## src/common/fifo_reset_pkg.sv

```systemverilog
// constants and carrier types for the fifo reset and partial-reset controller
// assumes one system clock; port clocks and reset pins arrive as plain inputs
package fifo_reset_pkg;

  // register map (byte addresses)
  localparam logic [7:0] ADDR_STATUS  = 8'h00;
  localparam logic [7:0] ADDR_MASK    = 8'h04;
  localparam logic [7:0] ADDR_CONTROL = 8'h08;
  localparam logic [7:0] ADDR_STATE   = 8'h0C;

  // status and mask bit positions
  localparam int EV_FULL_DONE    = 0;
  localparam int EV_PARTIAL_DONE = 1;
  localparam int EV_REWIND_DONE  = 2;
  localparam int EV_SHORT_PULSE  = 3;
  localparam int EV_WIDTH        = 4;

  // control bits and reset value
  localparam int              CTRL_REWIND_EN = 0;
  localparam logic [0:0]      CTRL_RESET     = 1'h1;
  localparam logic [EV_WIDTH-1:0] MASK_RESET = 4'h0;

  // qualifying rising edges of each port clock while a reset is low
  localparam int MIN_RESET_EDGES = 4;
  // write-clock edges from reset release to input ready
  localparam int READY_DELAY_EDGES = 2;
  localparam int EDGE_CNT_W = 3;

  // synchroniser lanes
  localparam int LN_PRIMARY   = 0;
  localparam int LN_SECONDARY = 1;
  localparam int LN_PARTIAL   = 2;
  localparam int LN_WCLK      = 3;
  localparam int LN_RCLK      = 4;
  localparam int SYNC_W       = 5;
  localparam logic [SYNC_W-1:0] SYNC_RESET = 5'h07;

  typedef enum logic [1:0] {
    ST_RUN    = 2'h0,
    ST_HOLD   = 2'h1,
    ST_SETTLE = 2'h3,
    ST_LAST   = 2'h2
  } ctl_state_t;

  typedef struct packed {
    logic full_or_input_ready;
    logic empty_or_output_ready;
    logic almost_empty_n;
    logic almost_full_n;
    logic mail1_full_flag_n;
    logic mail2_full_flag_n;
  } fifo_flags_t;

  // flags while a reset or partial reset holds the fifo
  localparam fifo_flags_t FLAGS_CLEARED = 6'h07;

  typedef struct packed {
    logic       big_endian;
    logic       first_word_fall_through;
    logic [2:0] offset_select;
  } fifo_config_t;

  localparam fifo_config_t CONFIG_RESET = 5'h00;

endpackage

```

## src/logic/fifo_reset_ctrl.sv

```systemverilog
// reset, partial reset and rewind control for a dual-clock fifo
// assumes port clocks run well below half of clk_sys so each edge is seen
//
// Our own choices: the address map and strobed register access.
`timescale 1ns/10ps
`default_nettype none

//
// Overview of operation
// - full reset needs four write-clock and four read-clock rising edges
// - full-reset inputs may change at any time; they are synchronised
// - full reset clears pointers, ready and empty low, almost-empty low, almost-full high
// - primary reset forces mail1 flag high; secondary forces mail2 flag high
// - input ready rises two write-clock edges after full reset ends
// - endian select captured on primary reset rising edge
// - three offset selects captured on primary reset rising edge
// - partial reset needs four write-clock and four read-clock edges
// - partial-clear input may change at any time; it is synchronised
// - partial reset clears pointers and forces the same flag levels
// - partial reset forces both mail flags high
// - input ready rises two write-clock edges after partial reset ends
// - partial reset keeps offsets, programming method and timing mode
// - with rewind mode high the pulse rewinds only the read pointer
// - endian select high means big-endian, low means little-endian
// - full reset clears the read-port output register
module fifo_reset_ctrl
  import fifo_reset_pkg::*;
#(
  parameter int EDGES = MIN_RESET_EDGES
) (
  // system
  input  wire logic         clk_sys,
  input  wire logic         reset_n,
  // register port
  input  wire logic [7:0]   reg_addr,
  input  wire logic [31:0]  reg_wdata,
  input  wire logic         reg_write,
  input  wire logic         reg_read,
  output logic [31:0]       reg_rdata,
  output logic              irq,
  // fifo pins
  input  wire logic         primary_reset_n,
  input  wire logic         secondary_reset_n,
  input  wire logic         partial_clear_n,
  input  wire logic         rewind_mode_select,
  input  wire logic         write_port_clock,
  input  wire logic         read_port_clock,
  input  wire logic         endian_timing_select,
  input  wire logic         offset_select_0,
  input  wire logic         offset_select_1,
  input  wire logic         offset_select_2,
  // to the fifo core
  output fifo_flags_t       flags,
  output fifo_config_t      config_out,
  output logic              write_ptr_clear,
  output logic              read_ptr_clear,
  output logic              output_reg_clear
);

  logic [SYNC_W-1:0]     sync1_reg;
  logic [SYNC_W-1:0]     sync2_reg;
  logic [SYNC_W-1:0]     sync3_reg;
  logic                  prim_low;
  logic                  sec_low;
  logic                  part_low;
  logic                  full_low;
  logic                  any_low;
  logic                  any_low_reg;
  logic                  wclk_rise;
  logic                  rclk_rise;
  logic                  prim_rise;
  logic                  release_evt;
  logic                  start_evt;
  logic [EDGE_CNT_W-1:0] wcnt_reg;
  logic [EDGE_CNT_W-1:0] rcnt_reg;
  logic                  qualified;
  logic                  saw_full_reg;
  logic                  saw_partial_reg;
  logic                  rewind_reg;
  logic                  fwft_pending_reg;
  logic                  ready_reg;
  ctl_state_t            state_reg;
  logic [EV_WIDTH-1:0]   status_reg;
  logic [EV_WIDTH-1:0]   mask_reg;
  logic [0:0]            ctrl_reg;
  logic [EV_WIDTH-1:0]   events;
  logic                  pins_hold;
  logic                  rewind_now;
  logic                  good_release;
  logic                  mail1_force;
  logic                  mail2_force;

  // port clocks are sampled as data: each high and low must span two system cycles
  // synchronise resets and port clocks
  always_ff @(posedge clk_sys or negedge reset_n) begin
    if (!reset_n) begin
      sync1_reg <= SYNC_RESET;
      sync2_reg <= SYNC_RESET;
      sync3_reg <= SYNC_RESET;
    end else begin
      sync1_reg <= {read_port_clock, write_port_clock, partial_clear_n,
                    secondary_reset_n, primary_reset_n};
      sync2_reg <= sync1_reg;
      sync3_reg <= sync2_reg;
    end
  end

  assign prim_low  = !sync2_reg[LN_PRIMARY];
  assign sec_low   = !sync2_reg[LN_SECONDARY];
  assign part_low  = !sync2_reg[LN_PARTIAL];
  assign full_low  = prim_low && sec_low;
  assign any_low   = full_low || part_low;
  assign wclk_rise = sync2_reg[LN_WCLK] && !sync3_reg[LN_WCLK];
  assign rclk_rise = sync2_reg[LN_RCLK] && !sync3_reg[LN_RCLK];
  assign prim_rise = sync2_reg[LN_PRIMARY] && !sync3_reg[LN_PRIMARY];

  always_ff @(posedge clk_sys or negedge reset_n) begin
    if (!reset_n) begin
      any_low_reg <= 1'b0;
    end else begin
      any_low_reg <= any_low;
    end
  end

  assign start_evt   = any_low && !any_low_reg;
  assign release_evt = !any_low && any_low_reg;

  // count port clock edges separately while a reset is low
  always_ff @(posedge clk_sys or negedge reset_n) begin
    if (!reset_n) begin
      wcnt_reg <= '0;
      rcnt_reg <= '0;
    end else if (!any_low) begin
      wcnt_reg <= '0;
      rcnt_reg <= '0;
    end else begin
      if (wclk_rise && wcnt_reg < EDGE_CNT_W'(EDGES)) begin
        wcnt_reg <= wcnt_reg + 1'b1;
      end
      if (rclk_rise && rcnt_reg < EDGE_CNT_W'(EDGES)) begin
        rcnt_reg <= rcnt_reg + 1'b1;
      end
    end
  end

  // both counts must reach the limit; a short pulse raises an event but neither starts input ready nor rewinds
  assign qualified = (wcnt_reg >= EDGE_CNT_W'(EDGES))
                  && (rcnt_reg >= EDGE_CNT_W'(EDGES));

  // remember what kind of reset is in progress
  always_ff @(posedge clk_sys or negedge reset_n) begin
    if (!reset_n) begin
      saw_full_reg    <= 1'b0;
      saw_partial_reg <= 1'b0;
      rewind_reg      <= 1'b0;
    end else if (start_evt) begin
      saw_full_reg    <= full_low;
      saw_partial_reg <= part_low && !full_low && !rewind_mode_select;
      rewind_reg      <= part_low && !full_low && rewind_mode_select;
    end else if (any_low) begin
      if (full_low) begin
        saw_full_reg <= 1'b1;
        rewind_reg   <= 1'b0;
      end
    end
  end

  // classify a pulse from its first cycle, before rewind_reg has caught up
  assign rewind_now   = start_evt ? (rewind_mode_select && !full_low) : rewind_reg;
  assign good_release = release_evt && qualified;

  // a rewind pulse leaves the write side alone
  assign pins_hold   = full_low || (part_low && !rewind_now);
  assign mail1_force = prim_low || (part_low && !rewind_now);
  assign mail2_force = sec_low || (part_low && !rewind_now);

  // sequencer for input ready after release
  always_ff @(posedge clk_sys or negedge reset_n) begin
    if (!reset_n) begin
      state_reg <= ST_HOLD;
    end else begin
      unique case (state_reg)
        ST_RUN: begin
          if (pins_hold) begin
            state_reg <= ST_HOLD;
          end
        end
        ST_HOLD: begin
          if (good_release && !rewind_reg) begin
            state_reg <= ST_SETTLE;
          end
        end
        ST_SETTLE: begin
          if (pins_hold) begin
            state_reg <= ST_HOLD;
          end else if (wclk_rise) begin
            state_reg <= ST_LAST;
          end
        end
        ST_LAST: begin
          if (pins_hold) begin
            state_reg <= ST_HOLD;
          end else if (wclk_rise) begin
            state_reg <= ST_RUN;
          end
        end
      endcase
    end
  end

  // flags: cleared levels while held, ready once the sequence ends
  always_ff @(posedge clk_sys or negedge reset_n) begin
    if (!reset_n) begin
      ready_reg <= 1'b0;
    end else begin
      ready_reg <= (state_reg == ST_LAST) && wclk_rise && !pins_hold;
      if (state_reg == ST_RUN && !pins_hold) begin
        ready_reg <= 1'b1;
      end
    end
  end

  always_ff @(posedge clk_sys or negedge reset_n) begin
    if (!reset_n) begin
      flags <= FLAGS_CLEARED;
    end else begin
      flags.full_or_input_ready   <= ready_reg && !pins_hold;
      flags.empty_or_output_ready <= 1'b0;
      flags.almost_empty_n        <= 1'b0;
      flags.almost_full_n         <= 1'b1;
      if (mail1_force) begin
        flags.mail1_full_flag_n <= 1'b1;
      end
      if (mail2_force) begin
        flags.mail2_full_flag_n <= 1'b1;
      end
    end
  end

  // pointer and output register clears
  always_ff @(posedge clk_sys or negedge reset_n) begin
    if (!reset_n) begin
      write_ptr_clear  <= 1'b1;
      output_reg_clear <= 1'b1;
    end else begin
      write_ptr_clear  <= pins_hold;
      output_reg_clear <= pins_hold;
    end
  end

  // read pointer: cleared with the hold, or pulsed once by an enabled rewind
  always_ff @(posedge clk_sys or negedge reset_n) begin
    if (!reset_n) begin
      read_ptr_clear <= 1'b1;
    end else begin
      read_ptr_clear <= pins_hold || (good_release && rewind_reg
                        && ctrl_reg[CTRL_REWIND_EN]);
    end
  end

  // configuration: latched only by the primary reset, kept by partial reset
  // timing mode follows at the first write-clock edge after release
  always_ff @(posedge clk_sys or negedge reset_n) begin
    if (!reset_n) begin
      config_out       <= CONFIG_RESET;
      fwft_pending_reg <= 1'b0;
    end else if (prim_rise) begin
      config_out.big_endian    <= endian_timing_select;
      config_out.offset_select <= {offset_select_2, offset_select_1,
                                   offset_select_0};
      fwft_pending_reg         <= 1'b1;
    end else if (fwft_pending_reg && wclk_rise) begin
      config_out.first_word_fall_through <= !endian_timing_select;
      fwft_pending_reg                   <= 1'b0;
    end
  end

  // events
  always_comb begin
    events = '0;
    events[EV_FULL_DONE]    = good_release && saw_full_reg;
    events[EV_PARTIAL_DONE] = good_release && saw_partial_reg
                              && !saw_full_reg;
    events[EV_REWIND_DONE]  = good_release && rewind_reg
                              && ctrl_reg[CTRL_REWIND_EN];
    events[EV_SHORT_PULSE]  = release_evt && !qualified;
  end

  // status: set wins over write-one-to-clear
  always_ff @(posedge clk_sys or negedge reset_n) begin
    if (!reset_n) begin
      status_reg <= '0;
    end else begin
      status_reg <= (status_reg & ~((reg_write && reg_addr == ADDR_STATUS)
                    ? reg_wdata[EV_WIDTH-1:0] : '0)) | events;
    end
  end

  always_ff @(posedge clk_sys or negedge reset_n) begin
    if (!reset_n) begin
      mask_reg <= MASK_RESET;
    end else if (reg_write && reg_addr == ADDR_MASK) begin
      mask_reg <= reg_wdata[EV_WIDTH-1:0];
    end
  end

  // control: rewind enable
  always_ff @(posedge clk_sys or negedge reset_n) begin
    if (!reset_n) begin
      ctrl_reg <= CTRL_RESET;
    end else if (reg_write && reg_addr == ADDR_CONTROL) begin
      ctrl_reg <= reg_wdata[0:0];
    end
  end

  always_ff @(posedge clk_sys or negedge reset_n) begin
    if (!reset_n) begin
      irq <= 1'b0;
    end else begin
      irq <= |(status_reg & mask_reg);
    end
  end

  // read data valid the cycle after the strobe
  always_ff @(posedge clk_sys or negedge reset_n) begin
    if (!reset_n) begin
      reg_rdata <= '0;
    end else if (reg_read) begin
      unique case (reg_addr)
        ADDR_STATUS:  reg_rdata <= {28'h0000000, status_reg};
        ADDR_MASK:    reg_rdata <= {28'h0000000, mask_reg};
        ADDR_CONTROL: reg_rdata <= {31'h00000000, ctrl_reg};
        ADDR_STATE:   reg_rdata <= {19'h00000, config_out, flags, state_reg};
        default:      reg_rdata <= '0;
      endcase
    end else begin
      reg_rdata <= '0;
    end
  end

endmodule // fifo_reset_ctrl

`default_nettype wire

```

## config.mk

```make
export PLATFORM = sky130hd
export DESIGN_NAME = fifo_reset_ctrl
export DESIGN_NICKNAME = d
export VERILOG_FILES = /design/src/common/fifo_reset_pkg.sv /design/src/logic/fifo_reset_ctrl.sv
export SDC_FILE = /design/constraint.sdc
export NUM_CORES = 1
export LEC_CHECK = 0
export ABC_AREA = 1
export CAP_MARGIN = 20
export CORE_ASPECT_RATIO = 0.8
export CORE_MARGIN = 2
export CORE_UTILIZATION = 45
export CTS_BUF_LIST = sky130_fd_sc_hd__clkbuf_4 sky130_fd_sc_hd__clkbuf_8
export DETAILED_ROUTE_END_ITERATION = 8
export DONT_BUFFER_PORTS = 1
export GPL_ROUTABILITY_DRIVEN = 0
export HOLD_SLACK_MARGIN = 0.1
export PLACE_DENSITY = 0.61
export SLEW_MARGIN = 20
export SYNTH_ARGS = -nofsm -noshare
export SYNTH_HDL_FRONTEND = slang
export SYNTH_SLANG_ARGS = --single-unit
export TNS_END_PERCENT = 100
```

## constraint.sdc

```tcl
create_clock -name clk_sys -period 1.5 [get_ports clk_sys]
set_input_delay 0.15 -clock clk_sys [delete_from_list [all_inputs] [get_ports clk_sys]]
set_output_delay 0.15 -clock clk_sys [all_outputs]
set_load 0.05 [all_outputs]
```

==> impl_metrics.env, run 1 <==
export IMPL_max_cap_violations=0
export IMPL_fin_setup_tns_ps=0
export IMPL_place_worst_setup_slack_ps=239.4
export IMPL_cts_made_buffers=5
export IMPL_end_kind="flip-flop"
export IMPL_wl_per_cell_microns=11.52
export IMPL_worst_pin_slew_ps=501.7
export IMPL_slew_viol_final=0
export IMPL_vias_per_cell=4.651
export IMPL_first_global_vias=1645
export IMPL_crit_required_ps=1750
export IMPL_synth_xor_area_share_pct=0.3553
export IMPL_die_w_microns=86.75
export IMPL_synth_seq_cells=56
export IMPL_status="complete, no violations"
export IMPL_rows=24
export IMPL_cts_path_max_buffers=2
export IMPL_cts_max_level=2
export IMPL_setup_violations=0
export IMPL_fmax_mhz=702.4
export IMPL_portBuffers=0
export IMPL_fin_crit_ps=1424
export IMPL_hold_viol=0
export IMPL_yosys_area_share_adder_pct=1.015
export IMPL_irDropWorstVdd_uv=692.3
export IMPL_cts_sinks=56
export IMPL_critical_path_class="in -> reg"
export IMPL_grt_ovfl_total=0
export IMPL_setup_ws_ps=76.37
export IMPL_io_pins=101
export IMPL_grt_max_degree=57
export IMPL_dp_hpwl_microns=2852
export IMPL_path_max_fanout=4
export IMPL_p_per_area_nw_per_um2=1101
export IMPL_drc=0
export IMPL_tritoncts="built"
export IMPL_fin_crit_sh_pct=94.91
export IMPL_dieHeight_microns=70.20
export IMPL_layout_drive_gt1_share_pct=12.29
export IMPL_start_util_pct=45.86
export IMPL_antenna_found_initial=0
export IMPL_grt_usage_pct=15.04
export IMPL_grt_pass1_wl_microns=7169
export IMPL_clk_insertion_delay_late_ps=310
export IMPL_muxShareOfSynthArea_pct=0
export IMPL_yosysUniqueCellTypes=27
export IMPL_nets=348
export IMPL_skew_ps=9.392
export IMPL_dpl_cell_area_sq_um=2430
export IMPL_synth_area_sq_um=2465
export IMPL_synth_top_family_by_area="simple AND/OR/NAND/NOR gates"
export IMPL_cp_arrival_ps=1670
export IMPL_rsz0062_at_grt="no"
export IMPL_largest_reg_flops=11
export IMPL_seq_area_frac_synth_pct=57.41
export IMPL_drt_first_pass_iters=4
export IMPL_design_area_sq_um=2771
export IMPL_insertedDiodeCount=0
export IMPL_syn_to_final_growth_pct=12.44
export IMPL_yosys_area_share_simple_pct=21.37
export IMPL_drt_total_wl_microns=4124
export IMPL_root_buffer="clkbuf_8"
export IMPL_postRouteAntennaNets=0
export IMPL_p_leak_nw=1.388
export IMPL_top_register="reg_rdata"
export IMPL_ys_warn_count=0
export IMPL_ys_flop_type="dfrtp_1"
export IMPL_cts_clk_slew_worst_paths_ps=100
export IMPL_drtIter0Drc=47
export IMPL_async_flop_share_pct=100.0
export IMPL_placedCellCount=327
export IMPL_die_area_sq_um=6089
export IMPL_synthCells=265
export IMPL_slew_headroom_pct=66.56
export IMPL_core_sq_um=5375
export IMPL_synth_avg_cell_area_sq_um=9.301
export IMPL_post_cts_repair_setup_buffers=0
export IMPL_synth_edf_count=0
export IMPL_synth_compound_area_share_pct=5.381
export IMPL_critPathLaunchType="primary input"
export IMPL_min_path_type="in -> reg"
export IMPL_final_cells=358
export IMPL_vias=1665
## critical path, cell delays in order
cell and delay (ps):
dlygate4sd3_1 540, nand2_1 70, nor2_2 120, nand3_1 110
nand2_1 70, o21ai_1 50, dlygate4sd3_1 550
## placed cells by master (no fill, tap or decap), types with 2 or more instances in the layout
cell,n
a21oi_1,8
clkbuf_8,5
conb_1,26
dfrtp_1,45
dfstp_2,11
dlygate4sd3_1,22
ha_1,2
inv_1,34
nand2_1,50
nand2_2,5
nand3_1,25
nor2_1,27
nor2_2,3
nor3_2,2
o21ai_0,11
## through the flow
| step | util (%) | power (mW) | hold WS, ps |
|---|---|---|---|
| detailed placement | 45.20 | 2.165 | -144.1 |
| CTS | 51.51 | 3.088 | 128.1 |
| finish | 51.56 | 3.051 | 131.1 |
| global placement | 45.20 | 2.154 | -144.3 |
| floorplan | - | 2.173 | -145.6 |
| global route | 51.56 | 3.213 | 198.2 |
## timing repair
| action | 4_1_cts | 5_1_grt |
|---|---|---|
| hold buffers | 23 | 0 |
| hold endpoints to repair | 90 | 0 |
| resized for setup | 0 | 1 |
| endpoints found under the setup margin | 0 | 1 |
## path summary, 6_finish.rpt
check / start / end / slack (ps) / cells after the start
max: reg_addr[3] / ctrl_reg / 80 / 7
min: reg_addr[2] / reg_rdata[2] / 130 / 4
max reg2reg: ctrl_reg / ctrl_reg / 220 / 3
min reg2reg: sync1_reg[4] / sync2_reg[4] / 350 / 0
max in group asynchronous: reset_n / sync3_reg[0] / 820 / 2
min in group asynchronous: reset_n / ready_reg / 400 / 2
## synthesized netlist by cell type (2+ instances only)
library cell | instances | area [sq um]
a21oi_1 | 8 | 40.04
buf_4 | 27 | 202.7
conb_1 | 2 | 7.510
dfrtp_1 | 45 | 1126
dfstp_2 | 11 | 289.0
ha_1 | 2 | 25.02
inv_1 | 34 | 127.6
nand2_1 | 50 | 187.7
nand2_2 | 5 | 31.28
nand3_1 | 25 | 125.1
nor2_1 | 28 | 105.1
nor2_2 | 2 | 12.51
nor3_2 | 2 | 20.02
o21ai_0 | 11 | 55.05
## cell type report
class	instances	area, sq um
inverters	36	135.1
clock buffers	5	68.82
fillers	511	2604
well taps	65	81.33
clock inverters	3	22.52
flip-flops and latches	56	1415
multi-input cells	169	793.3
repair buffers	24	255.2
## routing by layer
metal / share of wire [%] / GRT usage [%] / vias to the layer above
met5: 0 / 0 / -
met4: 2.1 / 6.250 / 0
met3: 5.8 / 4.846 / 10
met2: 46 / 23.50 / 45
met1: 46 / 19.27 / 786
li1: - / - / 824
## power breakdown
part / leakage [nW] / internal [mW] / switching [mW]
Clock: 0.0485 / 0.335 / 0.495
Sequential: 0.681 / 1.62 / 0.177
Combinational: 0.659 / 0.116 / 0.304
## cells by family after synthesis
kind of cell	Yosys count
buffers and inverters	64
adders and majority gates	2
DFF	56
other	2
and+or+nand+nor	117
xor gates and xnor gates	1
AOI/OAI and AO/OA	23
Note: power is estimated with default switching activity, not from simulation.
==> run 2: changes to the inputs <==
--- a/config.mk
+++ b/config.mk
@@ -16,8 +16,8 @@
 export GPL_ROUTABILITY_DRIVEN = 0
 export HOLD_SLACK_MARGIN = 0.1
-export PLACE_DENSITY = 0.61
+export PLACE_DENSITY = 0.59
 export SLEW_MARGIN = 20
 export SYNTH_ARGS = -nofsm -noshare
 export SYNTH_HDL_FRONTEND = slang
 export SYNTH_SLANG_ARGS = --single-unit
-export TNS_END_PERCENT = 100
+export TNS_END_PERCENT = 5
==> constraint.sdc (replaced) <==
create_clock -name clk_sys -period 1.5 [get_ports clk_sys]
set_input_delay 0.3 -clock clk_sys [delete_from_list [all_inputs] [get_ports clk_sys]]
set_output_delay 0.3 -clock clk_sys [all_outputs]
set_load 0.05 [all_outputs]
==> impl_metrics.env, run 2 (synthesis gave the netlist of run 1 again) <==
export IMPL_final_util_pct=48.60
export IMPL_portBuffers=0
export IMPL_vias_per_cell=4.674
export IMPL_top_register="reg_rdata"
export IMPL_violations="hold timing"
export IMPL_critical_path_class="reg -> out"
export IMPL_fin_setup_tns_ps=0
export IMPL_hold_viol=56
export IMPL_syn_to_final_growth_pct=5.990
export IMPL_drtIter0Drc=65
export IMPL_mostFrequentLayoutCells="nand2_1, dfrtp_1, inv_1"
export IMPL_path_max_fanout=2
export IMPL_postRouteAntennaNets=0
export IMPL_wl_per_cell_microns=11.51
export IMPL_root_buffer="clkbuf_8"
export IMPL_cts_path_max_buffers=2
export IMPL_core_sq_um=5375
export IMPL_status="finished, violations left"
export IMPL_first_global_vias=1531
export IMPL_fin_crit_sh_pct=93.64
export IMPL_ctsHoldBuffers=7
export IMPL_drt_first_pass_iters=5
export IMPL_min_path_type="in -> async"
export IMPL_end_kind="output pin"
export IMPL_drc=0
export IMPL_irDropWorstVdd_uv=981.9
export IMPL_setup_violations=0
export IMPL_grt_ovfl_total=0
export IMPL_pwr_share_seq_pct=57.7
export IMPL_p_sw_mw=0.9340
export IMPL_insertedDiodeCount=0
export IMPL_fin_crit_ps=1405
export IMPL_start_util_pct=45.86
export IMPL_nets=331
export IMPL_rsz0062_at_grt="no"
export IMPL_internal_power_mw=2.207
export IMPL_clk_insertion_delay_late_ps=310
export IMPL_swShare_pct=29.73
export IMPL_dieHeight_microns=70.20
export IMPL_layout_drive_gt1_share_pct=11.96
export IMPL_grt_max_degree=57
export IMPL_skew_ps=8.176
export IMPL_crit_start="output_reg_clear"
export IMPL_fillers=518
export IMPL_cts_max_level=2
export IMPL_fmax_mhz=711.9
export IMPL_max_cap_violations=0
export IMPL_comb_power_share_pct=10.4
export IMPL_p_leak_nw=1.315
export IMPL_io_pins=101
export IMPL_die_area_sq_um=6089
export IMPL_rows=24
export IMPL_grt_usage_pct=14.21
export IMPL_whs_ps=-326.3
export IMPL_cts_made_buffers=5
export IMPL_grt_pass1_wl_microns=6872
export IMPL_vias=1594
export IMPL_drt_total_wl_microns=3924
export IMPL_p_per_area_nw_per_um2=1202
export IMPL_dp_hpwl_microns=2832
export IMPL_largest_reg_flops=11
export IMPL_cts_sinks=56
export IMPL_critPathLaunchType="flip-flop"
export IMPL_slew_viol_final=0
export IMPL_layout_commonest_cell="nand2_1"
export IMPL_crit_required_ps=1200
export IMPL_cp_arrival_ps=1100
export IMPL_die_w_microns=86.75
export IMPL_antenna_found_initial=0
export IMPL_tritoncts="built"
export IMPL_clkPwrFrac_pct=31.9
export IMPL_cts_clk_slew_worst_paths_ps=100
export IMPL_reg2reg_from="sync2_reg[0]"
-- run 2: stage by stage --
step | instances | setup WS (ps) | area [sq um] | total power [mW]
after floorplan | 289 | 283.3 | 2555 | 2.173
after global placement | 326 | 256.0 | 2422 | 2.149
after detailed placement | 326 | 255.6 | 2422 | 2.157
after CTS | 341 | 12.53 | 2609 | 3.182
after global routing | 341 | 57.35 | 2613 | 3.290
final | 341 | 95.36 | 2613 | 3.141
-- run 2: final timing paths --
path                       cells past startpoint               end  slack (ps)
setup / recovery                               0  output_reg_clear         100
hold reg to reg                                0      sync2_reg[2]         360
setup reg to reg                               4    read_ptr_clear         260
min in group clk_sys                           2     config_out[0]         140
hold / removal                                 0      reg_rdata[2]        -330
max in group asynchronous                      0      sync1_reg[2]        1630
-- run 2: power groups by stage --
stage,combinational [mW],clock (mW),sequential (mW)
CTS,0.330,1.04,1.81
detailed placement,0.315,0,1.84
finish,0.326,1.00,1.81
global placement,0.309,0,1.84
global route,0.369,1.09,1.83
floorplan,0.359,0,1.81
-- run 2: cell type report --
| class | count | area [sq um] | area share [%] |
|---|---|---|---|
| sequential | 56 | 1419 | 54.31 |
| multi-input combinational | 169 | 790.8 | 30.27 |
| clock buffer | 5 | 68.82 | 2.634 |
| inverter | 36 | 135.1 | 5.172 |
| tap | 65 | 81.33 | 3.113 |
| clock inverter | 3 | 47.55 | 1.820 |
| timing repair buffer | 7 | 70.07 | 2.682 |
-- run 2: what timing repair did --
item / in CTS / in global routing
setup buffers: 0 / 0
setup endpoints to repair: 0 / 2
gates resized for setup: 0 / 1
endpoints found under the hold margin: 64 / 56
-- run 2: routing by layer --
metal / GRT usage (%) / share of wire (%)
met1: 19.80 / 48
met2: 21.37 / 45
met3: 4.846 / 6.2
met4: 3.646 / 0.66
met5: 0 / 0
==> run 3: changes to the inputs <==
- CORE_ASPECT_RATIO: 0.8 -> 0.5
==> impl_metrics.env, run 3 (synthesis gave the netlist of run 1 again) <==
export IMPL_final_cells=346
export IMPL_met3_length_microns=336
export IMPL_cts_path_max_buffers=2
export IMPL_rows=18
export IMPL_setup_ws_ps=47.99
export IMPL_drtIter0Drc=53
export IMPL_post_cts_repair_setup_buffers=0
export IMPL_max_cap_violations=0
export IMPL_dieHeight_microns=56.34
export IMPL_dpl_cell_area_sq_um=2429
export IMPL_core_sq_um=5090
export IMPL_tritoncts="built"
export IMPL_cp_depth=0
export IMPL_vias=1578
export IMPL_grt_ovfl_total=0
export IMPL_cts_sinks=56
export IMPL_cts_resized=0
export IMPL_cts_max_level=2
export IMPL_wl_met1_microns=1810
export IMPL_placedCellCount=331
export IMPL_die_area_sq_um=6122
export IMPL_grt_usage_pct=14.21
export IMPL_top_layer="met4"
export IMPL_crit_required_ps=1200
export IMPL_rr_worst_depth=4
export IMPL_drc=0
export IMPL_drt_first_pass_iters=4
export IMPL_final_util_pct=51.57
export IMPL_portBuffers=0
export IMPL_cts_clk_slew_worst_paths_ps=90
export IMPL_design_area_sq_um=2625
export IMPL_violations="hold timing"
export IMPL_end_kind="output pin"
export IMPL_status="finished, violations left"
export IMPL_setup_violations=0
export IMPL_hold_viol=56
export IMPL_layout_drive_gt1_share_pct=11.96
export IMPL_slew_viol_final=0
export IMPL_largest_reg_flops=11
export IMPL_first_global_vias=1560
export IMPL_insertedDiodeCount=0
export IMPL_wl_met2_microns=1715
export IMPL_fin_setup_tns_ps=0
export IMPL_reg2reg_slack_ps=240
export IMPL_cp_arrival_ps=1150
export IMPL_min_path_type="in -> async"
export IMPL_die_w_microns=108.7
export IMPL_nets=331
export IMPL_ctsHoldBuffers=7
export IMPL_mostFrequentLayoutCells="nand2_1, dfrtp_1, inv_1"
export IMPL_clk_insertion_delay_late_ps=300
export IMPL_start_util_pct=48.43
export IMPL_root_buffer="clkbuf_8"
export IMPL_io_pins=101
export IMPL_grt_pass1_wl_microns=6713
export IMPL_postRouteAntennaNets=0
export IMPL_dp_hpwl_microns=2963
export IMPL_path_max_fanout=2
export IMPL_antenna_found_initial=0
export IMPL_place_worst_setup_slack_ps=242.4
export IMPL_wl_per_cell_microns=11.26
export IMPL_critical_path_class="reg -> out"
export IMPL_finalPower_mw=3.182
export IMPL_fmax_mhz=688.7
export IMPL_grt_max_degree=57
export IMPL_fillers=488
export IMPL_irDropWorstVdd_uv=574.4
export IMPL_cts_made_buffers=5
export IMPL_layout_commonest_cell="nand2_1"
export IMPL_vias_per_cell=4.561
export IMPL_whs_ps=-318.1
export IMPL_drt_total_wl_microns=3895
export IMPL_fin_crit_ps=1452
export IMPL_critPathLaunchType="flip-flop"
export IMPL_syn_to_final_growth_pct=6.498
export IMPL_fin_crit_sh_pct=96.80
export IMPL_top_register="reg_rdata"
export IMPL_p_per_area_nw_per_um2=1212
export IMPL_skew_ps=6.589
export IMPL_rsz0062_at_grt="no"
export IMPL_p_leak_nw=1.321
run 3: cell types whose count changed in the layout (fill, tap and decap cells not counted), sizes merged:
cell    before  now
clkbuf       5    7
clkinv       3    1
run 3: final timing paths:
kind                               endpoint        startpoint
setup / recovery           output_reg_clear  output_reg_clear
hold / removal                 sync1_reg[3]           reset_n
setup reg to reg             read_ptr_clear      sync2_reg[0]
hold reg to reg                sync2_reg[4]      sync1_reg[4]
max in group asynchronous          ctrl_reg           reset_n
min in group clk_sys           reg_rdata[3]          reg_read
run 3: worst register-to-register path, cell delays in order (launching register included):
cell and delay (ps):
dfstp_2 590, o21ai_4 110, nor3_2 250, nand3_1 150, nand3_1 100
run 3: power breakdown:
group          internal, mW  switching [mW]
combinational        0.0799           0.252
clock                 0.589           0.448
sequential             1.62           0.189
total                  2.29           0.889
run 3: final cells by class:
class / count / area, sq um / share of cell area, %
Clock buffer: 7 / 96.34 / 3.670
Clock inverter: 1 / 30.03 / 1.144
Inverter: 36 / 135.1 / 5.148
Multi-Input combinational cell: 169 / 790.8 / 30.12
Sequential cell: 56 / 1415 / 53.91
Tap cell: 70 / 87.58 / 3.337
Timing Repair Buffer: 7 / 70.07 / 2.669
run 3: layer usage:
| layer | vias up | global-route usage (%) |
|---|---|---|
| li1 | 788 | - |
| met1 | 725 | 17.37 |
| met2 | 60 | 24.02 |
| met3 | 5 | 4.994 |
| met4 | 0 | 3.846 |
| met5 | - | 0 |
